**src/core/ocd_regs.svh**
```systemverilog
`ifndef OCD_REGS_SVH
`define OCD_REGS_SVH

`define OCD_ADDR_DIV0_PHASE 10'h190
`define OCD_ADDR_DIV0_CTRL 10'h191
`define OCD_ADDR_CH0_PWR 10'h192
`define OCD_ADDR_DIV1_PHASE 10'h193
`define OCD_ADDR_DIV1_CTRL 10'h194

`define OCD_RST_DIV0_PHASE 8'h77
`define OCD_RST_DIV1_PHASE 8'h33
`define OCD_RST_CTRL 8'h00
`define OCD_RST_PWR 8'h00
`define OCD_PWR_MASK 8'h05

`define OCD_LOW_MSB 7
`define OCD_LOW_LSB 4
`define OCD_HIGH_MSB 3
`define OCD_HIGH_LSB 0
`define OCD_BYPASS_BIT 7
`define OCD_IGNORE_BIT 6
`define OCD_FORCE_BIT 5
`define OCD_START_BIT 4
`define OCD_OFFSET_MSB 3
`define OCD_OFFSET_LSB 0
`define OCD_PD_BIT 2
`define OCD_DUTY_FIX_OFF_BIT 0

`endif

```
**src/core/ocd_pkg.sv**
```systemverilog
`default_nettype none
package ocd_pkg;
	typedef struct packed {
		logic p;
		logic n;
		logic oe;
	} ocd_pins_t;

	typedef struct packed {
		logic [9:0] addr;
		logic wr;
		logic [7:0] wdata;
	} ocd_reg_req_t;

	typedef enum logic [1:0] {
		OCD_ST_HOLD = 2'b01,
		OCD_ST_RUN = 2'b10
	} ocd_state_t;
endpackage : ocd_pkg
`default_nettype wire

```
**src/core/ocd_divider.sv**
```systemverilog
`include "ocd_regs.svh"
`default_nettype none
module ocd_divider
	import ocd_pkg::*;
(
	// clock and reset
	input wire logic CLK_SYS,
	input wire logic RST_B,
	// register port from the serial control port
	input wire ocd_reg_req_t REG_REQ,
	output logic [7:0] REG_RDATA,
	// chip-level alignment pulse, active high
	input wire logic ALIGN_PULSE,
	// channel 0 and 1 output pairs
	output var ocd_pins_t [1:0] CLK_OUT_PAIR_A,
	output var ocd_pins_t [1:0] CLK_OUT_PAIR_B,
	output var ocd_pins_t [1:0] CLK_OUT_PAIR_C
);

	// length of one phase in input cycles, minus one; duty fix splits the
	// period evenly so the ratio is kept while the duty cycle nears 50 %
	function automatic logic [4:0] phase_len_m1(input logic [7:0] lens,
			input logic level, input logic duty_fix);
		logic [5:0] total;
		logic [5:0] lo_even;
		logic [5:0] hi_even;
		total = 6'(lens[`OCD_LOW_MSB:`OCD_LOW_LSB])
			+ 6'(lens[`OCD_HIGH_MSB:`OCD_HIGH_LSB]) + 6'h02;
		lo_even = total >> 1;
		hi_even = total - lo_even;
		if (duty_fix) begin
			phase_len_m1 = level ? 5'(hi_even - 6'h01)
				: 5'(lo_even - 6'h01);
		end else if (level) begin
			phase_len_m1 = {1'b0, lens[`OCD_HIGH_MSB:`OCD_HIGH_LSB]};
		end else begin
			phase_len_m1 = {1'b0, lens[`OCD_LOW_MSB:`OCD_LOW_LSB]};
		end
	endfunction : phase_len_m1

	logic [7:0] phase_reg [2];
	logic [7:0] ctrl_reg [2];
	logic [7:0] pwr0;
	logic [7:0] pwr_eff [2];
	logic [7:0] next_rdata;
	logic [4:0] cnt [2];
	logic [4:0] next_cnt [2];
	logic lvl [2];
	logic next_lvl [2];
	ocd_state_t state [2];
	ocd_state_t next_state [2];
	logic out_p [2];
	logic out_n [2];
	logic out_oe [2];

	wire logic wr_div0_phase = REG_REQ.wr
		&& REG_REQ.addr == `OCD_ADDR_DIV0_PHASE;
	wire logic wr_div0_ctrl = REG_REQ.wr
		&& REG_REQ.addr == `OCD_ADDR_DIV0_CTRL;
	wire logic wr_ch0_pwr = REG_REQ.wr && REG_REQ.addr == `OCD_ADDR_CH0_PWR;
	wire logic wr_div1_phase = REG_REQ.wr
		&& REG_REQ.addr == `OCD_ADDR_DIV1_PHASE;
	wire logic wr_div1_ctrl = REG_REQ.wr
		&& REG_REQ.addr == `OCD_ADDR_DIV1_CTRL;

	always_ff @(posedge CLK_SYS or negedge RST_B) begin
		if (!RST_B) begin
			phase_reg[0] <= `OCD_RST_DIV0_PHASE;
			phase_reg[1] <= `OCD_RST_DIV1_PHASE;
			ctrl_reg[0] <= `OCD_RST_CTRL;
			ctrl_reg[1] <= `OCD_RST_CTRL;
			pwr0 <= `OCD_RST_PWR;
		end else begin
			if (wr_div0_phase) phase_reg[0] <= REG_REQ.wdata;
			if (wr_div1_phase) phase_reg[1] <= REG_REQ.wdata;
			if (wr_div0_ctrl) ctrl_reg[0] <= REG_REQ.wdata;
			if (wr_div1_ctrl) ctrl_reg[1] <= REG_REQ.wdata;
			if (wr_ch0_pwr) pwr0 <= REG_REQ.wdata & `OCD_PWR_MASK;
		end
	end

	// channel 1 power register sits outside this block, so it runs powered
	// up with duty fix on
	assign pwr_eff[0] = pwr0;
	assign pwr_eff[1] = `OCD_RST_PWR;

	assign next_rdata =
		REG_REQ.addr == `OCD_ADDR_DIV0_PHASE ? phase_reg[0] :
		REG_REQ.addr == `OCD_ADDR_DIV0_CTRL ? ctrl_reg[0] :
		REG_REQ.addr == `OCD_ADDR_CH0_PWR ? pwr0 :
		REG_REQ.addr == `OCD_ADDR_DIV1_PHASE ? phase_reg[1] :
		REG_REQ.addr == `OCD_ADDR_DIV1_CTRL ? ctrl_reg[1] : 8'h00;

	always_ff @(posedge CLK_SYS or negedge RST_B) begin
		if (!RST_B) begin
			REG_RDATA <= 8'h00;
		end else begin
			REG_RDATA <= next_rdata;
		end
	end

	for (genvar ch = 0; ch < 2; ch++) begin : g_chan
		wire logic bypass = ctrl_reg[ch][`OCD_BYPASS_BIT];
		wire logic ignore = ctrl_reg[ch][`OCD_IGNORE_BIT];
		wire logic force_hi = ctrl_reg[ch][`OCD_FORCE_BIT];
		wire logic start_hi = ctrl_reg[ch][`OCD_START_BIT];
		wire logic [3:0] offset =
			ctrl_reg[ch][`OCD_OFFSET_MSB:`OCD_OFFSET_LSB];
		wire logic duty_fix = !pwr_eff[ch][`OCD_DUTY_FIX_OFF_BIT];
		wire logic pd = pwr_eff[ch][`OCD_PD_BIT];
		wire logic obey = ALIGN_PULSE && !ignore;
		wire logic [4:0] start_len =
			phase_len_m1(phase_reg[ch], start_hi, duty_fix);
		wire logic [4:0] flip_len =
			phase_len_m1(phase_reg[ch], !lvl[ch], duty_fix);
		// offset cycles are spent at the start level ahead of its own phase
		wire logic [4:0] align_len = start_len + {1'b0, offset};

		always_comb begin
			next_state[ch] = state[ch];
			next_cnt[ch] = cnt[ch];
			next_lvl[ch] = lvl[ch];
			if (bypass) begin
				next_state[ch] = OCD_ST_HOLD;
				next_lvl[ch] = !lvl[ch];
			end else if (ignore) begin
				next_state[ch] = OCD_ST_HOLD;
				next_lvl[ch] = force_hi;
			end else if (obey) begin
				next_state[ch] = OCD_ST_RUN;
				next_lvl[ch] = start_hi;
				next_cnt[ch] = align_len;
			end else begin
				unique case (state[ch])
					OCD_ST_HOLD: begin
						next_state[ch] = OCD_ST_RUN;
						next_lvl[ch] = start_hi;
						next_cnt[ch] = start_len;
					end
					OCD_ST_RUN: begin
						if (cnt[ch] == 5'h00) begin
							next_lvl[ch] = !lvl[ch];
							next_cnt[ch] = flip_len;
						end else begin
							next_cnt[ch] = cnt[ch] - 5'h01;
						end
					end
				endcase
			end
		end

		always_ff @(posedge CLK_SYS or negedge RST_B) begin
			if (!RST_B) begin
				state[ch] <= OCD_ST_HOLD;
				cnt[ch] <= 5'h00;
				lvl[ch] <= 1'b0;
			end else begin
				state[ch] <= next_state[ch];
				cnt[ch] <= next_cnt[ch];
				lvl[ch] <= next_lvl[ch];
			end
		end

		// the pads are driven from their own flops so power-down lands on
		// the same edge for all three pairs
		always_ff @(posedge CLK_SYS or negedge RST_B) begin
			if (!RST_B) begin
				out_p[ch] <= 1'b0;
				out_n[ch] <= 1'b0;
				out_oe[ch] <= 1'b0;
			end else begin
				out_p[ch] <= !pd && next_lvl[ch];
				out_n[ch] <= !pd && !next_lvl[ch];
				out_oe[ch] <= !pd;
			end
		end

		assign CLK_OUT_PAIR_A[ch] = '{p: out_p[ch], n: out_n[ch],
			oe: out_oe[ch]};
		assign CLK_OUT_PAIR_B[ch] = '{p: out_p[ch], n: out_n[ch],
			oe: out_oe[ch]};
		assign CLK_OUT_PAIR_C[ch] = '{p: out_p[ch], n: out_n[ch],
			oe: out_oe[ch]};
	end

endmodule : ocd_divider
`default_nettype wire

```
**config.mk**
```make
export PLATFORM = sky130hd
export DESIGN_NAME = ocd_divider
export DESIGN_NICKNAME = d
export VERILOG_FILES = /design/src/core/ocd_pkg.sv /design/src/core/ocd_divider.sv
export VERILOG_INCLUDE_DIRS = /design/src /design/src/core
export SDC_FILE = /design/constraint.sdc
export NUM_CORES = 1
export LEC_CHECK = 0
export BUFFER_PORTS_ARGS = -buffer_cell sky130_fd_sc_hd__buf_2
export CAP_MARGIN = 20
export CORE_MARGIN = 2
export CORE_UTILIZATION = 45
export DETAILED_ROUTE_END_ITERATION = 7
export GPL_ROUTABILITY_DRIVEN = 0
export GPL_TIMING_DRIVEN = 1
export PLACE_DENSITY = 0.72
export SYNTH_ARGS = -nofsm -noshare
export SYNTH_HDL_FRONTEND = slang
export SYNTH_SLANG_ARGS = --single-unit
```
**constraint.sdc**
```tcl
create_clock -name CLK_SYS -period 6.2 [get_ports CLK_SYS]
set_input_delay 0.31 -clock CLK_SYS [delete_from_list [all_inputs] [get_ports CLK_SYS]]
set_output_delay 0.31 -clock CLK_SYS [all_outputs]
set_load 0.02 [all_outputs]
```
* Word-level counts from Yosys, hierarchy flattened
Index checks and enable logic that the tools add are counted.
Storage, ports and cells: register bits 63, output and inout port bits 26, input port bits 22
Cells by class: multiplexer cells 37, eq/ne operators 9, reductions and logical operators 22, add/sub/neg operators 14, bitwise operators 4
Operator list (number):
- equality test 10 x 9 -> 1 bit, second input constant | 5
- 2-to-1 mux 5 bit | 10
- 2-to-1 mux 8 bit | 5
- subtractor 5 x 1 -> 5 bit, second input constant | 6
- case mux 5 bit (2 select lines) | 2
- 2-to-1 mux 2 bit | 8
- adder 5 x 2 -> 6 bit, second input constant | 2
- adder 4 x 4 -> 5 bit | 2
- adder 5 x 4 -> 5 bit | 2
- logical NOT 5 bit | 2
- subtractor 5 bit | 2
- logical AND 1 bit | 9
- 2-to-1 mux 1 bit | 8
- 2-to-1 mux 4 bit | 2
- nonzero test 4 bit | 2
- logical NOT 1 bit | 7
- equality test 2 x 1 -> 1 bit, second input constant | 2
- equality test 2 bit, second input constant | 2
- NOT 1 bit | 4
- case mux 1 bit (2 select lines) | 2
- AND reduction 2 bit | 2

* Logic depth before layout (Yosys ltp)
Gate-level depths: netlist of the first run.
depth in word-level cells 9, depth in mapped cells 19, gate-level depth less buffers 19

* Worst setup path before layout of the first run
OpenSTA, ideal clock, no wires.
path type flip-flop to flip-flop, start register phase_reg[9] (netlist name), end register cnt[8] (netlist name), path buffers 1, data arrival time 3870 ps, period minus slack after synthesis 3952 ps, cell stages (with the launch flop) 20, library setup time 82 ps, slack 2248 ps, data required time 6118 ps, cell sequence dfstp_2 -> inv_1 -> ha_1 -> inv_1 -> ha_1 -> inv_1 -> fa_1 -> buf_4 -> xnor2_2 -> inv_2 -> ha_1 -> a2111o_1 -> o211ai_1 -> xor2_1 -> mux2_2 -> ha_1 -> xor2_1 -> o21ai_0 -> a21oi_1 -> o22ai_1
On the way: cells in the longest elaborated chain, start to end 9
RTL lines:
- start, declared | RTL line ocd_divider.sv:41 | logic [7:0] phase_reg [2];
- parallel branches: the longest is 8 deep, another holds adder 5 x 2 -> 6 bit
- 2-to-1 mux 5 bit (*) | RTL line ocd_divider.sv:129 | end else if (obey) begin
- end signal, assigned by index | RTL line ocd_divider.sv:159 | cnt[ch] <= next_cnt[ch];
- end, declared | RTL line ocd_divider.sv:46 | logic [4:0] cnt [2];
Mark *: on every way between the ends. A chain may end at the register's enable or synchronous reset.

* Worst setup path in the final report of the first run
Ends and elaborated chain as after synthesis.

==> results of run 1 <==
==> area by class of cell <==
class                           count  area [sq um]  area share, %
Clock buffer                       10           128           2.55
Clock inverter                      6          61.3           1.23
Inverter                           34           128           2.55
Multi-Input combinational cell    330          2680           53.7
Sequential cell                    63          1590           31.8
Tap cell                          133           166           3.33
Timing Repair Buffer               48           243           4.85
==> kinds of logic (layout without fill, tap and decap cells) <==
group / Yosys count / count (layout) / synth area share (%)
AOI/OAI and AO/OA: 118 / 118 / 17.9
and+or+nand+nor: 104 / 104 / 11.2
DFF: 63 / 63 / 34.8
buffers and inverters: 63 / 98 / 6.54
adders and majority gates: 42 / 42 / 12.4
muxes: 40 / 40 / 11.8
xor gates and xnor gates: 25 / 25 / 5.25
other: 1 / 1 / 0.0820
==> routing by layer <==
metal	vias up	wire (um)	part of all wire (%)
met5	-	0	0
met4	0	168	1.6
met3	14	809	7.5
met2	161	4920	45
met1	1718	4910	45
li1	1690	-	-
==> synthesized netlist by cell type (12+ instances only) <==
| master | instances |
|---|---|
| a21oi_1 | 23 |
| buf_4 | 14 |
| clkbuf_1 | 12 |
| dfrtp_1 | 51 |
| dfstp_2 | 12 |
| ha_1 | 35 |
| inv_1 | 31 |
| mux2_1 | 21 |
| nand2_1 | 38 |
| nor2_1 | 23 |
| o21ai_0 | 22 |
| xnor2_1 | 15 |
==> worst paths after layout <==
path	depth (start not counted)	start	end	slack [ps]
max in group asynchronous	2	RST_B	CLK_OUT_PAIR_A[1]	5550
worst max register to register	17	phase_reg[9]	cnt[8]	1850
worst max-delay path	17	phase_reg[9]	cnt[8]	1850
worst min register to register	2	state[2]	state[2]	500
min in group CLK_SYS	3	REG_REQ[5]	phase_reg[13]	220
worst min-delay path	2	RST_B	cnt[9]	110
==> through the flow <==
step / cell area (sq um) / utilization, % / hold slack, ps / std cells / total power [mW]
after floorplan: 4570 / - / 14.4 / 456 / 0.695
after global placement: 4810 / 49.0 / 475 / 608 / 0.754
after detailed placement: 4810 / 49.0 / 490 / 608 / 0.763
after CTS: 5000 / 50.9 / 158 / 624 / 1.12
after global routing: 5000 / 50.9 / 206 / 624 / 1.17
final: 5000 / 50.9 / 105 / 624 / 1.11
==> critical path, delay by kind of cell, from the launching register on <==
kind / cells / cell delay, ps
fa+ha+maj: 5 / 1680
mux: 1 / 500
xor+xnor: 3 / 670
compound gates: 4 / 540
buf+inv: 4 / 280
flops: 1 / 570
==> power breakdown <==
group          internal, mW  switching [mW]
combinational         0.123           0.155
sequential            0.442          0.0405
clock                 0.184           0.170
total                 0.749           0.365
==> flow_metrics.py, run 1 <==
metrics = {
    "layout": {
        "final_common_cell": "dfrtp_1",
        "drive_gt1_share_pct": 22.2,
        "final_cell_mix": "dfrtp_1 (51), buf_2 (47), nand2_1 (38), ha_1 (35), inv_1 (31)",
        "final_net_count": 549,
        "diodes": 0,
        "fillCellCount": 913,
        "area_growth_pct": 9.33,
    },
    "pwr": {
        "power_leakage_nw": 2.48,
        "ir_drop_mv": 0.0961,
        "p_per_area_nw_per_um2": 223,
    },
    "floorplan": {
        "die_y_um": 105,
        "initial_core_util_pct": 46.6,
        "core_area_sq_um": 9820,
        "ioPinCount": 48,
        "die_w_um": 105,
        "die-area_sq_um": 11000,
        "std_cell_rows": 36,
    },
    "place": {
        "dp_worst_setup_slack_ps": 1910,
        "dp_hpwl_um": 8040,
        "io_buffer_count": 47,
    },
    "sta": {
        "layout_setup_ws_ps": 1850,
        "slew_headroom_pct": 46.2,
        "fin_skew_ps": 6.88,
        "setup_viol": 0,
        "max_freq_mhz": 230,
        "fin_crit_sh_pct": 70.1,
        "maxSlewViolCount": 0,
        "rsz0062_at_grt": "false",
        "setup_tns_ps": 0,
        "fin_crit_ps": 4350,
        "tightest_slew_ps": 807,
        "hold_viol": 0,
    },
    "synthesis": {
        "syn_inst": 456,
        "synth_area_leaders": "dfrtp_1 (28%), ha_1 (9.6%), dfstp_2 (6.9%)",
        "ys_seq_elements": 63,
        "syn_area_sq_um": 4570,
        "synth_edf_count": 0,
        "synth_top_area_share_pct": 27.9,
        "synth_cell_type_count": 70,
        "yosys_warnings": 0,
        "synthFlopType": "dfrtp_1",
        "yosysTopAreaCell": "dfrtp_1",
        "synthesis.nets": 519,
        "ys_seq_area_share_pct": 34.8,
        "async_flop_share_pct": 100,
        "avgSynthCellArea_sq_um": 10.0,
    },
    "clocking": {
        "root_buffer": "clkbuf_8",
        "ctsHoldBuffers": 0,
        "insertion_delay_ps": 350,
        "cts.sinks": 63,
        "cts_buffer_depth": 2,
        "cts_htree_levels": 3,
        "post_cts_buffers": 0,
        "ctsResizeCount": 0,
        "clk_pin_slew_ps": 70,
        "cts_buffers": 9,
        "cts_tree": "yes",
    },
    "run_status": {
        "outcome": "finished clean",
    },
    "routing": {
        "wirelength_um": 10800,
        "dr_total_vias": 3583,
        "postRouteAntennaNets": 0,
        "drtIter0Drc": 308,
        "firstDrtPassIters": 5,
        "wire_per_inst_um": 17.3,
        "remaining_drc_errors": 0,
        "vias_per_cell": 5.74,
    },
    "global_routing": {
        "grt_max_degree": 64,
        "use_met1_pct": 29.5,
        "grt_overflow": 0,
        "grt_util_all_layers_pct": 20.8,
        "antenna_found_initial": 0,
        "met3_usage_pct": 4.05,
        "grt_pass1_vias": 3496,
        "grt.busiest_layer": "met2",
        "grt_use_met2_pct": 31.9,
        "grt_pass1_wl_um": 18000,
    },
    "flow_run": {
        "cap_violations": 0,
    },
    "worst_setup_path": {
        "cp_common_cell": "ha_1",
        "worstPathCellList": "inv_1 > ha_1 > inv_1 > ha_1 > inv_1 > fa_1 > xnor2_2 > inv_2 > ha_1 > xor2_1 > mux4_2 > ha_1 > a21oi_1 > xor2_1 > o21ai_0 > a21oi_1 > o22ai_1",
        "slowest_stage": "dfstp_2",
        "path_max_fanout": 9,
        "cp_slowest_stage_delay_ps": 570,
        "worstPathRequired_ps": 6440,
        "critPathKind": "reg2reg",
        "end_kind": "register",
        "critical_path_arrival_ps": 4590,
        "startpoint_type": "register",
    },
    "min_path": {
        "hold_class": "in2async",
    },
}
No activity file was read; power rests on OpenSTA's default activity.
==> run 2: changes to the inputs <==
- ABC_AREA: not set -> 1
- clock period: 6.2 -> 4.31 ns (I/O delays scaled with it)
==> flow_metrics.py, run 2 <==
metrics = {
    "layout": {
        "drive_gt1_share_pct": 19.8,
        "final_common_cell": "nand2_1",
        "fin_area_sq_um": 5300,
        "area_growth_pct": 10.5,
        "diodes": 0,
        "final_cell_mix": "nand2_1 (131), inv_1 (86), dfrtp_1 (51), buf_2 (47), o21ai_0 (46)",
        "final_net_count": 719,
        "utilization_pct": 51.3,
        "fillCellCount": 966,
    },
    "synthesis": {
        "avgSynthCellArea_sq_um": 7.75,
        "synth_cell_type_count": 56,
        "synth_fa_ha_area_share_pct": 11.6,
        "synth_edf_count": 0,
        "synth_area_leaders": "dfrtp_1 (27%), nand2_1 (10%), ha_1 (9.1%)",
        "synth_compound_area_share_pct": 16.1,
        "synthSimpleGateAreaFrac_pct": 25.8,
        "synth_xor_area_share_pct": 2.35,
        "syn_area_sq_um": 4790,
        "synth_top_area_share_pct": 26.6,
        "synth_top_family_by_area": "simple AND/OR/NAND/NOR gates",
        "yosys_warnings": 0,
        "synthMuxAreaShare_pct": 0,
        "async_flop_share_pct": 100,
        "syn_inst": 619,
        "yosysMostFrequentCell": "nand2_1",
        "ys_seq_elements": 63,
        "synthFlopType": "dfrtp_1",
        "yosysTopAreaCell": "dfrtp_1",
        "synthesis.nets": 682,
        "synthTopCellsByCount": "nand2_1 (131), inv_1 (86), dfrtp_1 (51), o21ai_0 (47), nand3_1 (40)",
        "ys_seq_area_share_pct": 33.2,
    },
    "pwr": {
        "power_leakage_nw": 2.69,
        "ir_drop_mv": 0.233,
        "p_per_area_nw_per_um2": 342,
    },
    "worst_setup_path": {
        "cp-startpoint": "phase_reg[9]",
        "path_buf_inv": 6,
        "end_kind": "register",
        "worstPathCellList": "inv_1 > ha_1 > inv_1 > ha_1 > inv_1 > fa_2 > inv_1 > ha_1 > a21o_1 > a31oi_2 > xor2_2 > nand2_1 > a21boi_1 > ha_1 > inv_1 > nand2_1 > nand2_1 > o21ai_0 > inv_1 > nand2_1 > nor2_1 > nor2_1",
        "r2r-end": "cnt[8]",
        "reg2reg_depth": 22,
        "cp_common_cell": "inv_1",
        "critPathKind": "reg2reg",
        "regToRegSetupSlack_ps": 280,
        "r2r-start": "phase_reg[9]",
        "cp.depth": 22,
        "critPathTopFamily": "adder cells",
        "cp_slowest_stage_delay_ps": 600,
        "startpoint_type": "register",
        "critical_path_arrival_ps": 4270,
        "worstPathRequired_ps": 4560,
        "slowest_stage": "fa_2",
        "path_max_fanout": 5,
    },
    "routing": {
        "firstDrtPassIters": 7,
        "dr_total_vias": 4250,
        "wire_per_inst_um": 14.7,
        "wirelength_um": 11700,
        "remaining_drc_errors": 0,
        "drtIter0Drc": 362,
        "postRouteAntennaNets": 0,
        "vias_per_cell": 5.33,
    },
    "sta": {
        "fin_crit_sh_pct": 93.4,
        "max_freq_mhz": 248,
        "setup_viol": 0,
        "slew_headroom_pct": 47.0,
        "tightest_slew_ps": 795,
        "fin_skew_ps": 7.27,
        "hold_viol": 0,
        "setup_tns_ps": 0,
        "fin_crit_ps": 4030,
        "finalHoldWorstSlack_ps": 3.52,
        "maxSlewViolCount": 0,
        "rsz0062_at_grt": "false",
    },
    "clocking": {
        "cts_buffer_depth": 2,
        "cts.sinks": 63,
        "cts_buffers": 9,
        "cts_htree_levels": 3,
        "root_buffer": "clkbuf_8",
        "cts_tree": "yes",
        "clk_pin_slew_ps": 80,
        "insertion_delay_ps": 350,
    },
    "place": {
        "place_area_sq_um": 5050,
        "dp_hpwl_um": 8920,
        "io_buffer_count": 47,
    },
    "floorplan": {
        "core_area_sq_um": 10300,
        "die_w_um": 107,
        "die-area_sq_um": 11500,
        "die_y_um": 107,
        "initial_core_util_pct": 46.4,
        "ioPinCount": 48,
        "std_cell_rows": 37,
    },
    "run_status": {
        "outcome": "finished clean",
    },
    "global_routing": {
        "grt_overflow": 0,
        "grt_pass1_wl_um": 19500,
        "antenna_found_initial": 0,
        "grt_pass1_vias": 4129,
        "grt_max_degree": 64,
        "grt_util_all_layers_pct": 21.6,
    },
    "min_path": {
        "hold_class": "in2async",
    },
    "flow_run": {
        "cap_violations": 0,
    },
}
-- run 2: changes by cell type after synthesis, moves of 11 or more --
cell     delta
o21ai_0    +25
nand2_1    +93
nor2_1     +16
xnor2_1    -11
mux2_1     -21
inv_1      +55
nand3_1    +37
-- run 2: kinds of logic after synthesis --
logic type	after synthesis
AOI/OAI and AO/OA	130
buffers and inverters	118
other	1
and+or+nand+nor	254
xor gates and xnor gates	12
DFF	63
adders and majority gates	41
-- run 2: power breakdown --
part           switching [mW]  leakage (nW)  internal [mW]
clock network           0.253         0.105          0.326
logic                   0.341          1.79          0.191
registers              0.0559         0.796          0.644
-- run 2: worst max path at each step --
stage	end	slack, ps
finish	cnt[8]	280
global route	cnt[3]	10
CTS	cnt[8]	200
detailed placement	cnt[8]	230
global placement	cnt[3]	370
floorplan	cnt[3]	600
-- run 2: cell type report --
class                   count  area, sq um  area share, %
repair buffers             48          243           4.58
clock inverters             7         97.6           1.84
clock buffers               9          124           2.34
flip-flops and latches     63         1590           30.0
well taps                 136          170           3.21
inverters                  96          360           6.80
multi-input cells         438         2710           51.2
-- run 2: layer usage --
layer / global-route usage [%] / vias up / share of wire [%]
met5: 0 / - / 0
met4: 5.94 / 0 / 0.79
met3: 4.13 / 11 / 7.5
met2: 33.2 / 161 / 44
met1: 30.9 / 1978 / 48
li1: - / 2100 / -
-- run 2: timing repair --
item,4_1_cts,5_1_grt
hold endpoints to repair,0,0
hold buffers,0,0
resized for setup,0,7
setup buffers,0,0
endpoints found under the setup margin,0,2
-- run 2: metrics by stage --
step,total power [mW],cells,worst slack [ps]
floorplan,1.11,619,599
finish,1.81,797,285
global route,1.93,797,13.3
detailed placement,1.23,781,226
global placement,1.22,781,375
CTS,1.81,797,198
==> run 3: changes to the inputs <==
- CORE_UTILIZATION: 45 -> 60
- PLACE_DENSITY: 0.72 -> 0.89
==> flow_metrics.py, run 3 (synthesized netlist as in run 2, its figures left out) <==
metrics = {
    "floorplan": {
        "die-area_sq_um": 8720,
        "ioPinCount": 48,
        "initial_core_util_pct": 62.0,
        "die_y_um": 93.4,
        "core_area_sq_um": 7730,
        "die_w_um": 93.4,
        "std_cell_rows": 32,
    },
    "layout": {
        "drive_gt1_share_pct": 19.0,
        "area_growth_pct": 8.95,
        "utilization_pct": 67.6,
        "diodes": 0,
        "final_cell_mix": "nand2_1 (131), inv_1 (86), dfrtp_1 (51), buf_2 (47), o21ai_0 (46)",
        "final_common_cell": "nand2_1",
        "final_net_count": 720,
    },
    "routing": {
        "wire_per_inst_um": 15.7,
        "firstDrtPassIters": 5,
        "drtIter0Drc": 524,
        "wirelength_um": 12000,
        "dr_total_vias": 4491,
        "vias_per_cell": 5.88,
        "postRouteAntennaNets": 0,
        "remaining_drc_errors": 0,
    },
    "min_path": {
        "hold_class": "in2reg",
    },
    "global_routing": {
        "use_met1_pct": 39.5,
        "grt_util_all_layers_pct": 28.9,
        "grt_use_met2_pct": 45.9,
        "grt_pass1_vias": 4188,
        "grt_overflow": 0,
        "antenna_found_initial": 0,
        "grt_max_degree": 43,
        "grt_pass1_wl_um": 19600,
        "grt.busiest_layer": "met2",
        "met3_usage_pct": 4.27,
    },
    "worst_setup_path": {
        "critical_path_arrival_ps": 4410,
        "worstPathRequired_ps": 4600,
        "startpoint_type": "register",
        "critPathKind": "reg2reg",
        "path_max_fanout": 5,
        "end_kind": "register",
    },
    "clocking": {
        "cts_buffers": 9,
        "clk_pin_slew_ps": 70,
        "root_buffer": "clkbuf_8",
        "cts_htree_levels": 3,
        "cts.sinks": 63,
        "cts_buffer_depth": 2,
        "cts_tree": "yes",
        "insertion_delay_ps": 350,
    },
    "sta": {
        "fin_crit_ps": 4120,
        "hold_viol": 0,
        "rsz0062_at_grt": "false",
        "fin_crit_sh_pct": 95.5,
        "tightest_slew_ps": 718,
        "fin_skew_ps": 11.1,
        "maxSlewViolCount": 0,
        "setup_viol": 0,
        "max_freq_mhz": 243,
        "setup_tns_ps": 0,
        "slew_headroom_pct": 52.0,
    },
    "flow_run": {
        "cap_violations": 0,
    },
    "pwr": {
        "ir_drop_mv": 0.187,
        "power_leakage_nw": 2.69,
        "p_per_area_nw_per_um2": 334,
    },
    "run_status": {
        "outcome": "finished clean",
    },
    "place": {
        "dp_hpwl_um": 8990,
        "io_buffer_count": 47,
    },
}
[run 3: cell types whose count changed in the layout (fill, tap and decap cells not counted), moves of 2 or more]
cell | previous run | this run
clkbuf_1 | 0 | 2
clkinvlp_4 | 2 | 0
clkinv_2 | 1 | 3
clkinv_4 | 2 | 0
[run 3: timing repair]
action,4_1_cts,5_1_grt
resized for setup,0,3
buffers inserted,0,0
setup endpoints to repair,0,3
hold endpoints to repair,20,0
hold buffers,1,0
[run 3: final timing paths]
path | slack, ps | start | cells past startpoint | endpoint
worst max-delay path | 190 | phase_reg[5] | 23 | cnt[4]
worst min-delay path | 170 | REG_REQ[6] | 3 | phase_reg[14]
worst max register to register | 190 | phase_reg[5] | 23 | cnt[4]
worst min register to register | 490 | phase_reg[9] | 2 | phase_reg[9]
max in group asynchronous | 3040 | RST_B | 3 | REG_RDATA[3]
min in group asynchronous | 360 | RST_B | 2 | state[1]
[run 3: area by class of cell]
type,count,area (sq um)
sequential,63,1590
fill,614,2500
multi-input combinational,438,2700
clock inverter,4,45.0
inverter,96,360
clock buffer,12,145
timing repair buffer,49,253
tap,102,128
[run 3: through the flow]
stage | instance area (sq um) | hold WS [ps] | worst slack [ps] | total power [mW] | std cells
detailed placement | 5010 | 187 | 251 | 1.23 | 747
global placement | 5010 | 187 | 426 | 1.21 | 747
global route | 5220 | 193 | 39.8 | 1.85 | 764
finish | 5220 | 171 | 192 | 1.75 | 764
CTS | 5210 | 182 | 226 | 1.74 | 764
floorplan | 4790 | -80.1 | 599 | 1.11 | 619
[run 3: critical path: stages, from the launching register on]
cell	delay (ps)
dfstp_2	550
inv_1	50
ha_1	260
inv_1	60
ha_1	170
inv_1	60
fa_1	360
inv_1	70
or2_2	100
nand2_1	170
ha_4	360
nand3_1	70
nand3_1	100
xor2_1	260
o21a_1	160
inv_2	40
ha_1	320
a21o_1	210
a31oi_1	210
nand3b_1	160
nand3_1	90
nand2_1	100
nand2_1	50
nand2_1	70
[run 3: routing by layer]
metal  up-vias  wire, um
li1       2111         -
met3        45      1140
met5         -         0
met1      2079      5090
met4         0       403
met2       256      5390
[run 3: where the power goes]
group	switching (mW)	internal (mW)	total (mW)
registers	0.0570	0.645	0.702
clock network	0.227	0.280	0.507
logic	0.347	0.191	0.538
total	0.630	1.12	1.75
